File: config.mk
export PLATFORM = sky130hd
export DESIGN_NAME = sopm_param_map
export DESIGN_NICKNAME = d
export VERILOG_FILES = /design/src/hw/sopm_pkg.sv /design/src/hw/sopm_mem_if.sv /design/src/hw/sopm_param_mem.sv /design/src/hw/sopm_param_map.sv
export SDC_FILE = /design/constraint.sdc
export NUM_CORES = 2
export LEC_CHECK = 0
export ABC_AREA = 1
export BUFFER_PORTS_ARGS = -buffer_cell sky130_fd_sc_hd__buf_4
export CAP_MARGIN = 20
export CORE_ASPECT_RATIO = 0.5
export CORE_UTILIZATION = 40
export DETAILED_ROUTE_END_ITERATION = 10
export MAX_ROUTING_LAYER = met4
export PLACE_DENSITY = 0.67
export SETUP_SLACK_MARGIN = 0.05
export SYNTH_ARGS = -nofsm -noshare
export SYNTH_HDL_FRONTEND = slang
export SYNTH_MEMORY_MAX_BITS = 65536
export SYNTH_SLANG_ARGS = --single-unit
File: constraint.sdc
create_clock -name mclk_in -period 13 [get_ports mclk_in]
set_clock_uncertainty 0.15 [all_clocks]
set_input_delay 0.65 -clock mclk_in [delete_from_list [all_inputs] [get_ports mclk_in]]
set_output_delay 0.65 -clock mclk_in [all_outputs]
set_load 0.02 [all_outputs]
File: src/hw/sopm_pkg.sv
package sopm_pkg;
   localparam logic [3:0]  RK_READ        = 4'h1;
   localparam logic [3:0]  RK_WRITE       = 4'h2;
   localparam logic [15:0] PNU_STATUS     = 16'h0003;
   localparam logic [7:0]  SUB_HOURS      = 8'h0a;
   localparam logic [7:0]  SUB_COUNT      = 8'h0b;
   localparam logic [7:0]  SUB_CYCLE      = 8'h0c;
   localparam logic [7:0]  SUB_REV        = 8'h0d;
   localparam logic [7:0]  SUB_LOCATOR    = 8'h0e;
   localparam logic [7:0]  SUB_AMP        = 8'h0f;
   localparam logic [15:0] PNU_NODE       = 16'h0396;
   localparam logic [15:0] PNU_ALARM      = 16'h03b3;
   localparam logic [7:0]  ALARM_SUB_LAST = 8'h30;
   localparam int          ALARM_ENTRIES  = 6;
   localparam logic [15:0] PNU_LIST_FIRST = 16'h03d4;
   localparam logic [15:0] PNU_LIST_LAST  = 16'h03dd;
   localparam logic [7:0]  LIST_PER_PNU   = 8'h74;
   localparam logic [15:0] COMMON_FIRST   = 16'h03e8;
   localparam logic [15:0] COMMON_LAST    = 16'h0423;
   localparam logic [15:0] POS_FIRST      = 16'h04b0;
   localparam logic [15:0] POS_LAST       = 16'h04ff;
   localparam logic [15:0] SERVO_FIRST    = 16'h0579;
   localparam logic [15:0] SERVO_LAST     = 16'h059f;
   localparam logic [7:0]  MEM_POS_BASE   = 8'h3c;
   localparam logic [7:0]  MEM_SERVO_BASE = 8'h8c;
   localparam logic [7:0]  SUB_VALUE      = 8'h01;
   localparam logic [7:0]  SUB_DESC       = 8'h02;
   localparam logic [15:0] AMP_NONE       = 16'h0000;
   localparam logic [15:0] AMP_FAMILY     = 16'h0001;
   localparam logic [15:0] LOCATOR_SUB    = 16'h0001;
   localparam logic [15:0] ERR_NONE       = 16'h0000;
   localparam logic [15:0] ERR_PNU        = 16'h0001;
   localparam logic [15:0] ERR_READ_ONLY  = 16'h0002;
   localparam logic [15:0] ERR_SUB        = 16'h0003;
   localparam logic [15:0] ERR_KIND       = 16'h0004;
   localparam int          DESC_POINT_LSB = 0;
   localparam int          DESC_REP_LSB   = 4;
   localparam int          DESC_EFF_LSB   = 8;

   typedef enum logic [1:0] {
      GRP_NONE   = 2'b00,
      GRP_COMMON = 2'b01,
      GRP_POS    = 2'b10,
      GRP_SERVO  = 2'b11
   } sopm_grp_t;

   // Builds a descriptor word with each field in its own nibble.
   function automatic logic [15:0] make_desc(input logic [2:0] point,
                                             input logic       rep,
                                             input logic       eff);
      logic [15:0] d;
      d = 16'h0000;
      d[DESC_POINT_LSB +: 3] = point;
      d[DESC_REP_LSB]        = rep;
      d[DESC_EFF_LSB]        = eff;
      return d;
   endfunction : make_desc
endpackage : sopm_pkg

File: src/hw/sopm_mem_if.sv
`timescale 1ns/10ps
`default_nettype none
// Port of the setting value memory.
interface sopm_mem_if #(parameter int AW = 8, parameter int DW = 16);
   logic          we;
   logic [AW-1:0] addr;
   logic [DW-1:0] wdata;
   logic [DW-1:0] rdata;
   modport ctrl (output we, output addr, output wdata, input rdata);
   modport mem  (input we, input addr, input wdata, output rdata);
endinterface : sopm_mem_if
`default_nettype wire

File: src/hw/sopm_param_mem.sv
`timescale 1ns/10ps
`default_nettype none
// Single-port memory of setting values with registered read data.
module sopm_param_mem #(
   parameter int AW    = 8,
   parameter int DW    = 16,
   parameter int DEPTH = 256
) (
   input wire logic mclk_in,
   input wire logic rst_in,
   sopm_mem_if.mem  port
);
   logic [DW-1:0] store [DEPTH];
   logic [DW-1:0] rdata_r;

   // Writes the addressed word when enabled.
   always_ff @(posedge mclk_in) begin
      if (port.we) begin
         store[port.addr] <= port.wdata;
      end
   end

   // Registers the read word; a write reads back the new value.
   always_ff @(posedge mclk_in) begin
      if (rst_in) begin
         rdata_r <= '0;
      end else if (port.we) begin
         rdata_r <= port.wdata;
      end else begin
         rdata_r <= store[port.addr];
      end
   end

   assign port.rdata = rdata_r;
endmodule : sopm_param_mem
`default_nettype wire

File: src/hw/sopm_param_map.sv
`timescale 1ns/10ps
`default_nettype none
// Parameter map answering the parameter channel.
module sopm_param_map #(
   parameter logic [15:0] DESC_COMMON = sopm_pkg::make_desc(3'h0, 1'b1, 1'b0),
   parameter logic [15:0] DESC_POS    = sopm_pkg::make_desc(3'h0, 1'b1, 1'b0),
   parameter logic [15:0] DESC_SERVO  = sopm_pkg::make_desc(3'h0, 1'b1, 1'b1)
) (
   input  wire logic        mclk_in,
   input  wire logic        rst_in,
   input  wire logic [3:0]  request_kind_in,
   input  wire logic [15:0] parameter_number_in,
   input  wire logic [7:0]  sub_index_select_in,
   input  wire logic [31:0] parameter_value_field_in,
   input  wire logic        task_request_flag_in,
   input  wire logic [15:0] power_on_hours_in,
   input  wire logic [15:0] power_on_count_in,
   input  wire logic [31:0] home_cycle_in,
   input  wire logic [15:0] home_revolution_in,
   input  wire logic        amplifier_connected_in,
   input  wire logic [15:0] node_address_in,
   input  wire logic        alarm_event_in,
   input  wire logic [15:0] alarm_number_in,
   output logic [31:0]      parameter_value_field_out,
   output logic [15:0]      second_value_word_out,
   output logic             task_done_out,
   output logic             task_error_out
);
   typedef enum logic [1:0] {
      ST_IDLE  = 2'b00,
      ST_FETCH = 2'b01,
      ST_DONE  = 2'b10
   } sopm_state_t;

   sopm_state_t       st_r;
   sopm_state_t       st_nxt;
   sopm_pkg::sopm_grp_t grp_r;
   sopm_pkg::sopm_grp_t grp_live;
   logic [3:0]        kind_r;
   logic [15:0]       pnu_r;
   logic [7:0]        sub_r;
   logic [15:0]       wval_r;
   logic [31:0]       value_r;
   logic [31:0]       val_nxt;
   logic [15:0]       err_r;
   logic [15:0]       err_nxt;
   logic              err_flag_r;
   logic [31:0]       locator_r;
   logic [15:0]       alarm_r [sopm_pkg::ALARM_ENTRIES];
   logic              accept;
   logic [7:0]        mem_idx;
   logic [7:0]        alarm_pos;
   logic [10:0]       list_idx;

   sopm_mem_if #(.AW(8), .DW(16)) mem_port ();

   sopm_param_mem #(.AW(8), .DW(16), .DEPTH(256)) u_mem (
      .mclk_in (mclk_in),
      .rst_in  (rst_in),
      .port    (mem_port)
   );

   // Classifies a number into a setting group.
   function automatic sopm_pkg::sopm_grp_t group_of(input logic [15:0] parameter_number);
      if (parameter_number >= sopm_pkg::COMMON_FIRST && parameter_number <= sopm_pkg::COMMON_LAST) begin
         return sopm_pkg::GRP_COMMON;
      end else if (parameter_number >= sopm_pkg::POS_FIRST && parameter_number <= sopm_pkg::POS_LAST) begin
         return sopm_pkg::GRP_POS;
      end else if (parameter_number >= sopm_pkg::SERVO_FIRST && parameter_number <= sopm_pkg::SERVO_LAST) begin
         return sopm_pkg::GRP_SERVO;
      end
      return sopm_pkg::GRP_NONE;
   endfunction : group_of

   // Returns the n-th supported number in ascending order, zero past the end.
   function automatic logic [15:0] list_entry(input logic [10:0] i);
      logic [15:0] w;
      w = {5'h00, i};
      if (w == 16'h0000) begin
         return sopm_pkg::PNU_STATUS;
      end else if (w == 16'h0001) begin
         return sopm_pkg::PNU_NODE;
      end else if (w == 16'h0002) begin
         return sopm_pkg::PNU_ALARM;
      end else if (w < 16'h000d) begin
         return 16'(sopm_pkg::PNU_LIST_FIRST + w - 16'h0003);
      end else if (w < 16'h0049) begin
         return 16'(sopm_pkg::COMMON_FIRST + w - 16'h000d);
      end else if (w < 16'h0099) begin
         return 16'(sopm_pkg::POS_FIRST + w - 16'h0049);
      end else if (w < 16'h00c0) begin
         return 16'(sopm_pkg::SERVO_FIRST + w - 16'h0099);
      end
      return 16'h0000;
   endfunction : list_entry

   assign accept   = (st_r == ST_IDLE) && task_request_flag_in;
   assign grp_live = group_of(parameter_number_in);

   // Maps the live number onto a flat memory index.
   always_comb begin
      mem_idx = 8'h00;
      unique case (grp_live)
         sopm_pkg::GRP_COMMON: mem_idx = 8'(parameter_number_in - sopm_pkg::COMMON_FIRST);
         sopm_pkg::GRP_POS:    mem_idx = 8'(parameter_number_in - sopm_pkg::POS_FIRST
                                            + 16'(sopm_pkg::MEM_POS_BASE));
         sopm_pkg::GRP_SERVO:  mem_idx = 8'(parameter_number_in - sopm_pkg::SERVO_FIRST
                                            + 16'(sopm_pkg::MEM_SERVO_BASE));
         sopm_pkg::GRP_NONE:   mem_idx = 8'h00;
      endcase
   end

   // Drives the memory; a value write is stored on the accepting edge.
   assign mem_port.addr  = mem_idx;
   assign mem_port.wdata = parameter_value_field_in[15:0];
   assign mem_port.we    = accept && request_kind_in == sopm_pkg::RK_WRITE
                           && grp_live != sopm_pkg::GRP_NONE
                           && sub_index_select_in == sopm_pkg::SUB_VALUE;

   // Captures the request fields when a task is accepted.
   always_ff @(posedge mclk_in) begin
      if (rst_in) begin
         kind_r <= 4'h0;
         pnu_r  <= 16'h0000;
         sub_r  <= 8'h00;
         wval_r <= 16'h0000;
         grp_r  <= sopm_pkg::GRP_NONE;
      end else if (accept) begin
         kind_r <= request_kind_in;
         pnu_r  <= parameter_number_in;
         sub_r  <= sub_index_select_in;
         wval_r <= parameter_value_field_in[15:0];
         grp_r  <= grp_live;
      end
   end

   assign alarm_pos = 8'(sub_r - 8'h01);
   assign list_idx  = 11'(16'(pnu_r - sopm_pkg::PNU_LIST_FIRST) * 16'(sopm_pkg::LIST_PER_PNU)
                          + 16'(sub_r) - 16'h0001);

   // Works out the answer or the error for the captured request.
   always_comb begin
      val_nxt = 32'h0000_0000;
      err_nxt = sopm_pkg::ERR_NONE;
      if (kind_r != sopm_pkg::RK_READ && kind_r != sopm_pkg::RK_WRITE) begin
         err_nxt = sopm_pkg::ERR_KIND;
      end else if (pnu_r == sopm_pkg::PNU_STATUS) begin
         if (kind_r == sopm_pkg::RK_WRITE) begin
            err_nxt = sopm_pkg::ERR_READ_ONLY;
         end else if (sub_r == sopm_pkg::SUB_HOURS) begin
            val_nxt = {16'h0000, power_on_hours_in};
         end else if (sub_r == sopm_pkg::SUB_COUNT) begin
            val_nxt = {16'h0000, power_on_count_in};
         end else if (sub_r == sopm_pkg::SUB_CYCLE) begin
            val_nxt = home_cycle_in;
         end else if (sub_r == sopm_pkg::SUB_REV) begin
            val_nxt = {16'h0000, home_revolution_in};
         end else if (sub_r == sopm_pkg::SUB_LOCATOR) begin
            val_nxt = locator_r;
         end else if (sub_r == sopm_pkg::SUB_AMP) begin
            val_nxt = {16'h0000, amplifier_connected_in ? sopm_pkg::AMP_FAMILY
                                                        : sopm_pkg::AMP_NONE};
         end else begin
            err_nxt = sopm_pkg::ERR_SUB;
         end
      end else if (pnu_r == sopm_pkg::PNU_NODE) begin
         if (kind_r == sopm_pkg::RK_WRITE) begin
            err_nxt = sopm_pkg::ERR_READ_ONLY;
         end else begin
            val_nxt = {16'h0000, node_address_in};
         end
      end else if (pnu_r == sopm_pkg::PNU_ALARM) begin
         if (kind_r == sopm_pkg::RK_WRITE) begin
            err_nxt = sopm_pkg::ERR_READ_ONLY;
         end else if (sub_r == 8'h00 || sub_r > sopm_pkg::ALARM_SUB_LAST) begin
            err_nxt = sopm_pkg::ERR_SUB;
         end else if (alarm_pos[2:0] == 3'h0) begin
            val_nxt = {16'h0000, alarm_r[alarm_pos[5:3]]};
         end
      end else if (pnu_r >= sopm_pkg::PNU_LIST_FIRST && pnu_r <= sopm_pkg::PNU_LIST_LAST) begin
         if (kind_r == sopm_pkg::RK_WRITE) begin
            err_nxt = sopm_pkg::ERR_READ_ONLY;
         end else if (sub_r == 8'h00 || sub_r > sopm_pkg::LIST_PER_PNU) begin
            err_nxt = sopm_pkg::ERR_SUB;
         end else begin
            val_nxt = {16'h0000, list_entry(list_idx)};
         end
      end else if (grp_r != sopm_pkg::GRP_NONE) begin
         if (sub_r == sopm_pkg::SUB_VALUE) begin
            val_nxt = {16'h0000, mem_port.rdata};
         end else if (sub_r != sopm_pkg::SUB_DESC) begin
            err_nxt = sopm_pkg::ERR_SUB;
         end else if (kind_r == sopm_pkg::RK_WRITE) begin
            err_nxt = sopm_pkg::ERR_READ_ONLY;
         end else if (grp_r == sopm_pkg::GRP_COMMON) begin
            val_nxt = {16'h0000, DESC_COMMON};
         end else if (grp_r == sopm_pkg::GRP_POS) begin
            val_nxt = {16'h0000, DESC_POS};
         end else begin
            val_nxt = {16'h0000, DESC_SERVO};
         end
      end else begin
         err_nxt = sopm_pkg::ERR_PNU;
      end
   end

   // Steps the task handshake: accept, look up, hold completion.
   always_comb begin
      st_nxt = st_r;
      unique case (st_r)
         ST_IDLE:  st_nxt = task_request_flag_in ? ST_FETCH : ST_IDLE;
         ST_FETCH: st_nxt = ST_DONE;
         ST_DONE:  st_nxt = task_request_flag_in ? ST_DONE : ST_IDLE;
         default:  st_nxt = ST_IDLE;
      endcase
   end

   // Holds the handshake state.
   always_ff @(posedge mclk_in) begin
      if (rst_in) begin
         st_r <= ST_IDLE;
      end else begin
         st_r <= st_nxt;
      end
   end

   // Loads the answer words at the end of the look-up.
   always_ff @(posedge mclk_in) begin
      if (rst_in) begin
         value_r    <= 32'h0000_0000;
         err_r      <= sopm_pkg::ERR_NONE;
         err_flag_r <= 1'b0;
      end else if (st_r == ST_FETCH) begin
         value_r    <= (kind_r == sopm_pkg::RK_WRITE && err_nxt == sopm_pkg::ERR_NONE)
                       ? {16'h0000, wval_r} : val_nxt;
         err_r      <= err_nxt;
         err_flag_r <= err_nxt != sopm_pkg::ERR_NONE;
      end
   end

   // Records which entry last failed; the sub-index half is fixed.
   always_ff @(posedge mclk_in) begin
      if (rst_in) begin
         locator_r <= {16'h0000, sopm_pkg::LOCATOR_SUB};
      end else if (st_r == ST_FETCH && err_nxt != sopm_pkg::ERR_NONE) begin
         locator_r <= {pnu_r, sopm_pkg::LOCATOR_SUB};
      end
   end

   // Pushes a new alarm number into the six-deep history.
   always_ff @(posedge mclk_in) begin
      if (rst_in) begin
         for (int k = 0; k < sopm_pkg::ALARM_ENTRIES; k++) begin
            alarm_r[k] <= 16'h0000;
         end
      end else if (alarm_event_in) begin
         alarm_r[0] <= alarm_number_in;
         for (int k = 1; k < sopm_pkg::ALARM_ENTRIES; k++) begin
            alarm_r[k] <= alarm_r[k-1];
         end
      end
   end

   assign parameter_value_field_out = value_r;
   assign second_value_word_out     = err_r;
   assign task_done_out             = (st_r == ST_DONE);
   assign task_error_out            = err_flag_r;
endmodule : sopm_param_map
`default_nettype wire

Word-level counts from Yosys, hierarchy flattened
Memory sizes are Yosys's and may differ from the RTL's. A register that Yosys moved wholly into a read port is not among the register bits.
Cells that the tools add are included.
- register bits: 113
- bits in writable memories: 4192
- logic and storage cells: 189
- memories: 2
- memories (memory ; words ; width ; rd ports ; clocked after Yosys merged registers in ; wr ports ; RTL line ; source):
    u_mem.store ; 256 ; 16 ; 1 ; 1 ; 1 ; sopm_param_mem.sv:13 ; logic [DW-1:0] store [DEPTH];
    alarm_r ; 6 ; 16 ; 6 ; 0 ; 6 ; sopm_param_map.sv:49 ; logic [15:0] alarm_r [sopm_pkg::ALARM_ENTRIES];
- $add $sub $neg: 17
- $mul: 1
- $lt $le $gt $ge: 14
- equality and inequality tests: 25
- muxes and demuxes: 92
- bitwise operators: 6
- reduce and logical (&&, ||, !) cells: 22
- operators by type and width (cell ; count):
    16-bit 2-to-1 mux ; 30
    32-bit 2-to-1 mux ; 12
    8-bit by 4-bit == test with 1-bit output, second input constant ; 6
    16-bit by 11-bit <= comparator with 1-bit output, second input constant ; 3
    9-bit 2-to-1 mux ; 4
    2-bit 2-to-1 mux ; 17
    16-bit by 10-bit == test with 1-bit output, second input constant ; 2
    16-bit by 10-bit >= comparator with 1-bit output, second input constant ; 2
    16-bit by 11-bit >= comparator with 1-bit output, second input constant ; 2
    8-bit case mux with 4 select lines ; 1
    1-bit 2-to-1 mux ; 27
    10-bit by 11-bit adder with 12-bit output, first input constant ; 2
    11-bit by 11-bit adder with 12-bit output, first input constant ; 2
    11-bit by 8-bit < comparator with 1-bit output, second input constant ; 2
    16-bit by 2-bit == test with 1-bit output, second input constant ; 1
    8-bit by 1-bit == test with 1-bit output, second input constant ; 2
    16-bit by 10-bit <= comparator with 1-bit output, second input constant ; 1
    16-bit zero test ; 1
    16-bit by 5-bit multiplier with 9-bit output, second input constant ; 1
    16-bit nonzero test ; 1
    16-bit by 10-bit subtractor with 16-bit output, second input constant ; 1
    8-bit subtractor, second input constant ; 2
    12-bit by 2-bit subtractor with 13-bit output, second input constant ; 1
    12-bit by 4-bit subtractor with 13-bit output, second input constant ; 1
    29 further kinds ; 53

Longest topological paths before layout
- depth in word-level cells: 28
- depth in mapped cells: 39
- mapped depth without buffers: 39

Cells and area by module
Synthesis repeated with hierarchy kept, for this count alone.
- cell total of the unflattened synthesis: 16753
- area, all modules: 179174.3 um^2
- by module, submodules not included (module ; times used ; cells an instance ; area each (um^2) ; sequential area each (um^2)):
    sopm_param_mem ; 1 ; 14900 ; 165767.7 ; 123318.3
    sopm_param_map ; 1 ; 1853 ; 13406.6 ; 4884.7

Worst setup path after synthesis
Ideal clock, no wire load.
- kind: reg-to-reg
- start: reg pnu_r[2]
- end: reg value_r[3] (netlist: parameter_value_field_out[3])
- arrival: 5.070 ns
- data required time: 12.719 ns
- setup slack: 7.649 ns
- stages on the path, launching flop included: 31
- buffers on the path: 0
- clock period less this slack: 5.351 ns
- path through: dfxtp_1 > inv_1 > ha_1 > xnor2_1 > xor2_1 > ha_1 > fa_1 > ha_1 > a21oi_1 > nand2_1 > xor2_1 > ha_1 > inv_1 > o311ai_0 > xor2_1 > nor2_1 > nand2_1 > inv_1 > nand2_1 > inv_1 > nand3_1 > nand2_1 > nand2_1 > nand3_1 > nand2_1 > nand2_1 > nand2_1 > nand2_1 > nand2_1 > nand2_1 > a21oi_1
- word-level cells in the longest chain between the ends: 28
- elaborated cells on any way between the ends: 53
- classes of those cells: add/sub: 3; mul: 1; order compare: 6; eq/ne: 5; mux: 34; reduce/logical: 4
- ends and longest elaborated chain (what ; RTL line ; source):
    start: declaration ; sopm_param_map.sv:40 ; logic [15:0] pnu_r;
    start signal: assignment ; sopm_param_map.sv:130 ; pnu_r <= parameter_number_in;
    16-bit by 10-bit subtractor with 16-bit output ; sopm_param_map.sv:138 ; assign list_idx = 11'(16'(pnu_r - sopm_pkg::PNU_LIST_FIRST) * 16'(sopm_pkg::LIST_PER_PNU)
    16-bit by 5-bit multiplier with 9-bit output ; sopm_param_map.sv:138 ;
    11-bit by 8-bit adder with 11-bit output ; sopm_param_map.sv:139 ; + 16'(sub_r) - 16'h0001);
    11-bit by 1-bit subtractor with 11-bit output ; sopm_param_map.sv:139 ;
    11-bit by 8-bit < comparator with 1-bit output ; sopm_param_map.sv:91 ; end else if (w < 16'h00c0) begin
    1-bit 2-to-1 mux ; sopm_param_map.sv:91 ;
    1-bit 2-to-1 mux ; sopm_param_map.sv:89 ; end else if (w < 16'h0099) begin
    1-bit 2-to-1 mux ; sopm_param_map.sv:87 ; end else if (w < 16'h0049) begin
    [... 12 more ...] ; n/a ;
    16-bit 2-to-1 mux ; sopm_param_map.sv:183 ; end else if (sub_r == 8'h00 || sub_r > sopm_pkg::LIST_PER_PNU) begin
    16-bit 2-to-1 mux ; sopm_param_map.sv:181 ; if (kind_r == sopm_pkg::RK_WRITE) begin
    32-bit 2-to-1 mux ; sopm_param_map.sv:180 ; end else if (pnu_r >= sopm_pkg::PNU_LIST_FIRST && pnu_r <= sopm_pkg::PNU_LIST_LAST) begin
    32-bit 2-to-1 mux ; sopm_param_map.sv:172 ; end else if (pnu_r == sopm_pkg::PNU_ALARM) begin
    32-bit 2-to-1 mux ; sopm_param_map.sv:166 ; end else if (pnu_r == sopm_pkg::PNU_NODE) begin
    32-bit 2-to-1 mux ; sopm_param_map.sv:147 ; end else if (pnu_r == sopm_pkg::PNU_STATUS) begin
    32-bit 2-to-1 mux ; sopm_param_map.sv:145 ; if (kind_r != sopm_pkg::RK_READ && kind_r != sopm_pkg::RK_WRITE) begin
    32-bit 2-to-1 mux * ; sopm_param_map.sv:235 ; ? {16'h0000, wval_r} : val_nxt;
    end signal: assignment ; sopm_param_map.sv:234 ; value_r <= (kind_r == sopm_pkg::RK_WRITE && err_nxt == sopm_pkg::ERR_NONE)
    end: declaration ; sopm_param_map.sv:43 ; logic [31:0] value_r;
Mark *: on every way between the ends. The rest lies on a longest branch, timed or not. The select of a mux whose other input is x is not followed.
A chain may end at the register's enable or synchronous reset.

Worst setup path after layout
- start: in parameter_number_in[3]
- end: reg u_mem.rdata_r[9] (netlist: u_mem.port.rdata[9]), read port of u_mem.store
- word-level cells in the longest chain between the ends: 8
- elaborated cells on any way between the ends: 25
- classes of those cells: add/sub: 5; order compare: 6; eq/ne: 3; mux: 7; reduce/logical: 4
- ends and longest elaborated chain (what ; RTL line ; source):
    start: declaration ; sopm_param_map.sv:12 ; input wire logic [15:0] parameter_number_in,
    16-bit by 11-bit >= comparator with 1-bit output or 16-bit by 11-bit <= comparator with 1-bit output (tied branches) ; sopm_param_map.sv:69 ; end else if (parameter_number >= sopm_pkg::SERVO_FIRST && parameter_number <= sopm_pkg::SERVO_LAST) begin
    1-bit logical AND ; sopm_param_map.sv:69 ;
    1-bit 2-to-1 mux ; sopm_param_map.sv:69 ;
    1-bit 2-to-1 mux ; sopm_param_map.sv:67 ; end else if (parameter_number >= sopm_pkg::POS_FIRST && parameter_number <= sopm_pkg::POS_LAST) begin
    1-bit 2-to-1 mux ; sopm_param_map.sv:65 ; if (parameter_number >= sopm_pkg::COMMON_FIRST && parameter_number <= sopm_pkg::COMMON_LAST) begin
    2-bit 2-to-1 mux ; sopm_param_map.sv:72 ; return sopm_pkg::GRP_NONE;
    2-bit == test (tied with other cells) ; sopm_param_map.sv:103 ; unique case (grp_live)
    8-bit case mux with 4 select lines * ; sopm_param_map.sv:103 ;
    end: declaration ; sopm_param_mem.sv:14 ; logic [DW-1:0] rdata_r;
Mark *: on every way between the ends. The rest lies on a longest branch, timed or not.

==> impl_metrics.json <==
{
  "syn_inst": 14800,
  "path_clk_slew_ns": 0.06,
  "routabilityCongestion": 0.918,
  "ir_drop_mv": 0.140,
  "synth_area_mm2": 0.174,
  "grt_usage_pct": 23.4,
  "yosysWarnings": 0,
  "overflow": 0,
  "synth-main-ff-cell": "edfxtp_1",
  "clk_latency_ns": 0.95,
  "antenna_left": 0,
  "drive_gt1_share_pct": 8.25,
  "post-route-min-period_ns": 7.06,
  "powerDensity_mw_per_mm2": 149,
  "fin_setup_tns_ns": 0,
  "critPathLaunchType": "primary input",
  "min-delay-start": "parameter_value_field_in[10]",
  "r2r-end": "parameter_value_field_out[5]",
  "grt_util_met3_pct": 4.87,
  "core_area_mm2": 0.431,
  "nNetsFinal": 15600,
  "seq_area_frac_synth_pct": 73.8,
  "post-cts-setup-buffers": 0,
  "die_h_um": 468,
  "cp.required_ns": 13.71,
  "ioPinCount": 227,
  "hold_viol": 0,
  "portBuffers": 197,
  "holdPathEnd": "u_mem.store[71][10]",
  "grt-busiest-layer": "met2",
  "met2_usage_pct": 35.3,
  "layout_common_cells": "5,430 x nand2_1, 4,192 x edfxtp_1, 1,160 x nand3_1",
  "viasPerCell": 5.51,
  "antenna_found_initial": 19,
  "worst_slew_pin_slew_ns": 1.21,
  "hp-class": "in2reg",
  "crit_fanout": 115,
  "synth.distinct_cells": 63,
  "drv_slew": 0,
  "drt_wl_total_um": 516000,
  "grt_max_degree": 147,
  "drt_iter0_drc": 16900,
  "area_delta_synth_final_pct": 13.6,
  "die_area_mm2": 0.437,
  "status": "complete, no violations",
  "r2r_cells": 30,
  "grtUsageMet1_pct": 31.3,
  "cp_data_arrival_time_ns": 7.78,
  "min_path_cells": 1,
  "clockBufferDepth": 4,
  "detail_route.wl_per_cell_um": 24.1,
  "drt_first_pass_iters": 8,
  "clockRootBuffer": "clkbuf_16",
  "critPathKind": "in2reg",
  "critPathCaptureType": "register",
  "rsz0062_at_grt": "no",
  "cts_tree": "done",
  "cts.repair.resized": 0,
  "timing.rr.start": "pnu_r[2]",
  "drcViolationCount": 0,
  "row_count": 170,
  "holdBufCountCts": 82,
  "layout_commonest_cell": "nand2_1",
  "avgSynthCellArea_um2": 11.8,
  "h-tree-depth": 5,
  "drv_cap": 0,
  "grt_pass1_vias": 109000,
  "fmax_mhz": 142,
  "fin_crit_sh_pct": 54.3,
  "grt_pass1_wl_um": 742000,
  "initial_core_util_pct": 40.4,
  "async_flop_share_pct": 0,
  "n_fill_cell": 37900,
  "dp_hpwl_um": 294000,
  "cts_buffers": 399,
  "cellLeakagePower_nw": 71.6,
  "ys_seq_elements": 4308,
  "r2r_setup_slack_ns": 5.98,
  "clock_sinks": 4308,
  "die_w_um": 934,
  "final_util_pct": 45.8,
  "finalSetupViolations": 0,
  "vias": 118000,
  "maxSlewHeadroom_pct": 18.3,
  "synth_edf_count": 4192
}
cell type report:
| cell class | count | area, µm² | area share [%] |
|---|---|---|---|
| repair buffers | 706 | 6110 | 3.09 |
| well taps | 5762 | 7210 | 3.65 |
| multi-input cells | 9560 | 41800 | 21.2 |
| clock inverters | 246 | 2320 | 1.17 |
| clock buffers | 473 | 10400 | 5.29 |
| inverters | 351 | 1330 | 0.674 |
| flip-flops and latches | 4308 | 128000 | 64.9 |
| diodes | 18 | 45.0 | 0.0228 |
registers in the layout, indices dropped and copies added (netlist names):
signal,cells
wval_r,16
st_r,2
task_error_out,1
u_mem.store,4096
parameter_value_field_out,32
pnu_r,16
locator_r,16
grp_r,2
kind_r,4
alarm_r,96
second_value_word_out,3
sub_r,8
u_mem.port.rdata,16
stage by stage:
stage          hold slack [ns]  setup slack, ns  cells  power, W  cell area (µm²)
2_1_floorplan            0.274             7.65  15100    0.0172           175000
3_3_place_gp             0.287             5.79  20600    0.0180           184000
3_5_place_dp             0.294             5.85  20600    0.0180           184000
4_1_cts                0.00622             5.98  21400    0.0295           197000
5_1_grt                 0.0618             5.50  21400    0.0303           197000
6_report                0.0313             5.94  21400    0.0294           197000
power breakdown:
group | switching, W | internal (W) | total (W)
clock network | 0.00515 | 0.00651 | 0.0117
registers | 0.0000472 | 0.0153 | 0.0154
logic | 0.00174 | 0.000653 | 0.00239
total | 0.00693 | 0.0225 | 0.0294
worst max-delay path by stage:
stage	slack, ns	end	from	cells after the start
6_report	5.94	u_mem.port.rdata[9]	parameter_number_in[3]	28
5_1_grt	5.50	parameter_value_field_out[5]	pnu_r[2]	30
4_1_cts	5.98	parameter_value_field_out[5]	pnu_r[2]	30
3_5_place_dp	5.85	u_mem.port.rdata[2]	parameter_number_in[2]	29
3_3_place_gp	5.79	u_mem.port.rdata[14]	parameter_number_in[2]	27
2_1_floorplan	7.65	parameter_value_field_out[3]	pnu_r[2]	30
routing by layer:
metal,vias to the layer above,routed length [µm]
met5,-,0
met4,0,21000
met3,1020,59500
met2,6726,233000
met1,57700,203000
li1,52500,-
logic make-up (layout without fill, tap and decap cells):
group                    count (synthesis)  count (layout)  synth area share (%)
adder cells (fa/ha/maj)                 66              66                 0.505
buffers and inverters                 1182            1776                  2.89
AO/OA/AOI/OAI                         1148            1148                  3.51
XOR/XNOR                                34              34                 0.176
AND/OR/NAND/NOR                       8043            8043                  19.2
flip-flops                            4308            4308                  73.8
other                                    1             287               0.00216
critical path, cell delays in order:
cell and delay [ns]:
dlygate4sd3_1 0.58, buf_4 0.18, inv_1 0.13, ha_1 0.26, a211oi_1 0.23, o21ai_1 0.10, nand3_2 0.21, nand2_2 0.16
nand2_1 0.14, o21ai_4 0.06, buf_4 0.33, buf_12 0.28, nor2_4 0.56, buf_12 0.54, buf_4 0.73, buf_4 0.67
nand2_1 0.10, nand2_1 0.09, o21ai_0 0.08, nand2_1 0.30, nor2_1 0.08, nor2_1 0.28, nor2_1 0.08, nand2_1 0.14
nand2_1 0.10, nand3_1 0.17, nor2_1 0.06, nor2_1 0.08
synthesized netlist by cell type, types with 7 or more instances:
cell      number  share of area, %
a22oi_1       20             0.086
dfxtp_1      116               1.3
buf_1         81              0.17
o21ai_0      646               1.9
edfxtp_1    4192                72
a211oi_1       7             0.030
nand4_1      578               2.1
a21oi_1      171              0.49
clkinv_1       8             0.017
nand3_1     1161               3.3
o211ai_1      34              0.15
o311ai_0      10             0.050
fa_1           7             0.081
xor2_1        30              0.15
ha_1          59              0.42
inv_2         12             0.026
nand2_1     5438                12
a221oi_1      11             0.055
buf_2        357               1.0
inv_1        331              0.71
buf_4         19             0.082
o21ai_1      205              0.59
nor3_1        42              0.12
clkbuf_1     365              0.79
nor2_1       785               1.7
buf_6          8             0.052
nand2_2        7             0.025
a31oi_1        9             0.032
(Power assumes the default switching activity.)
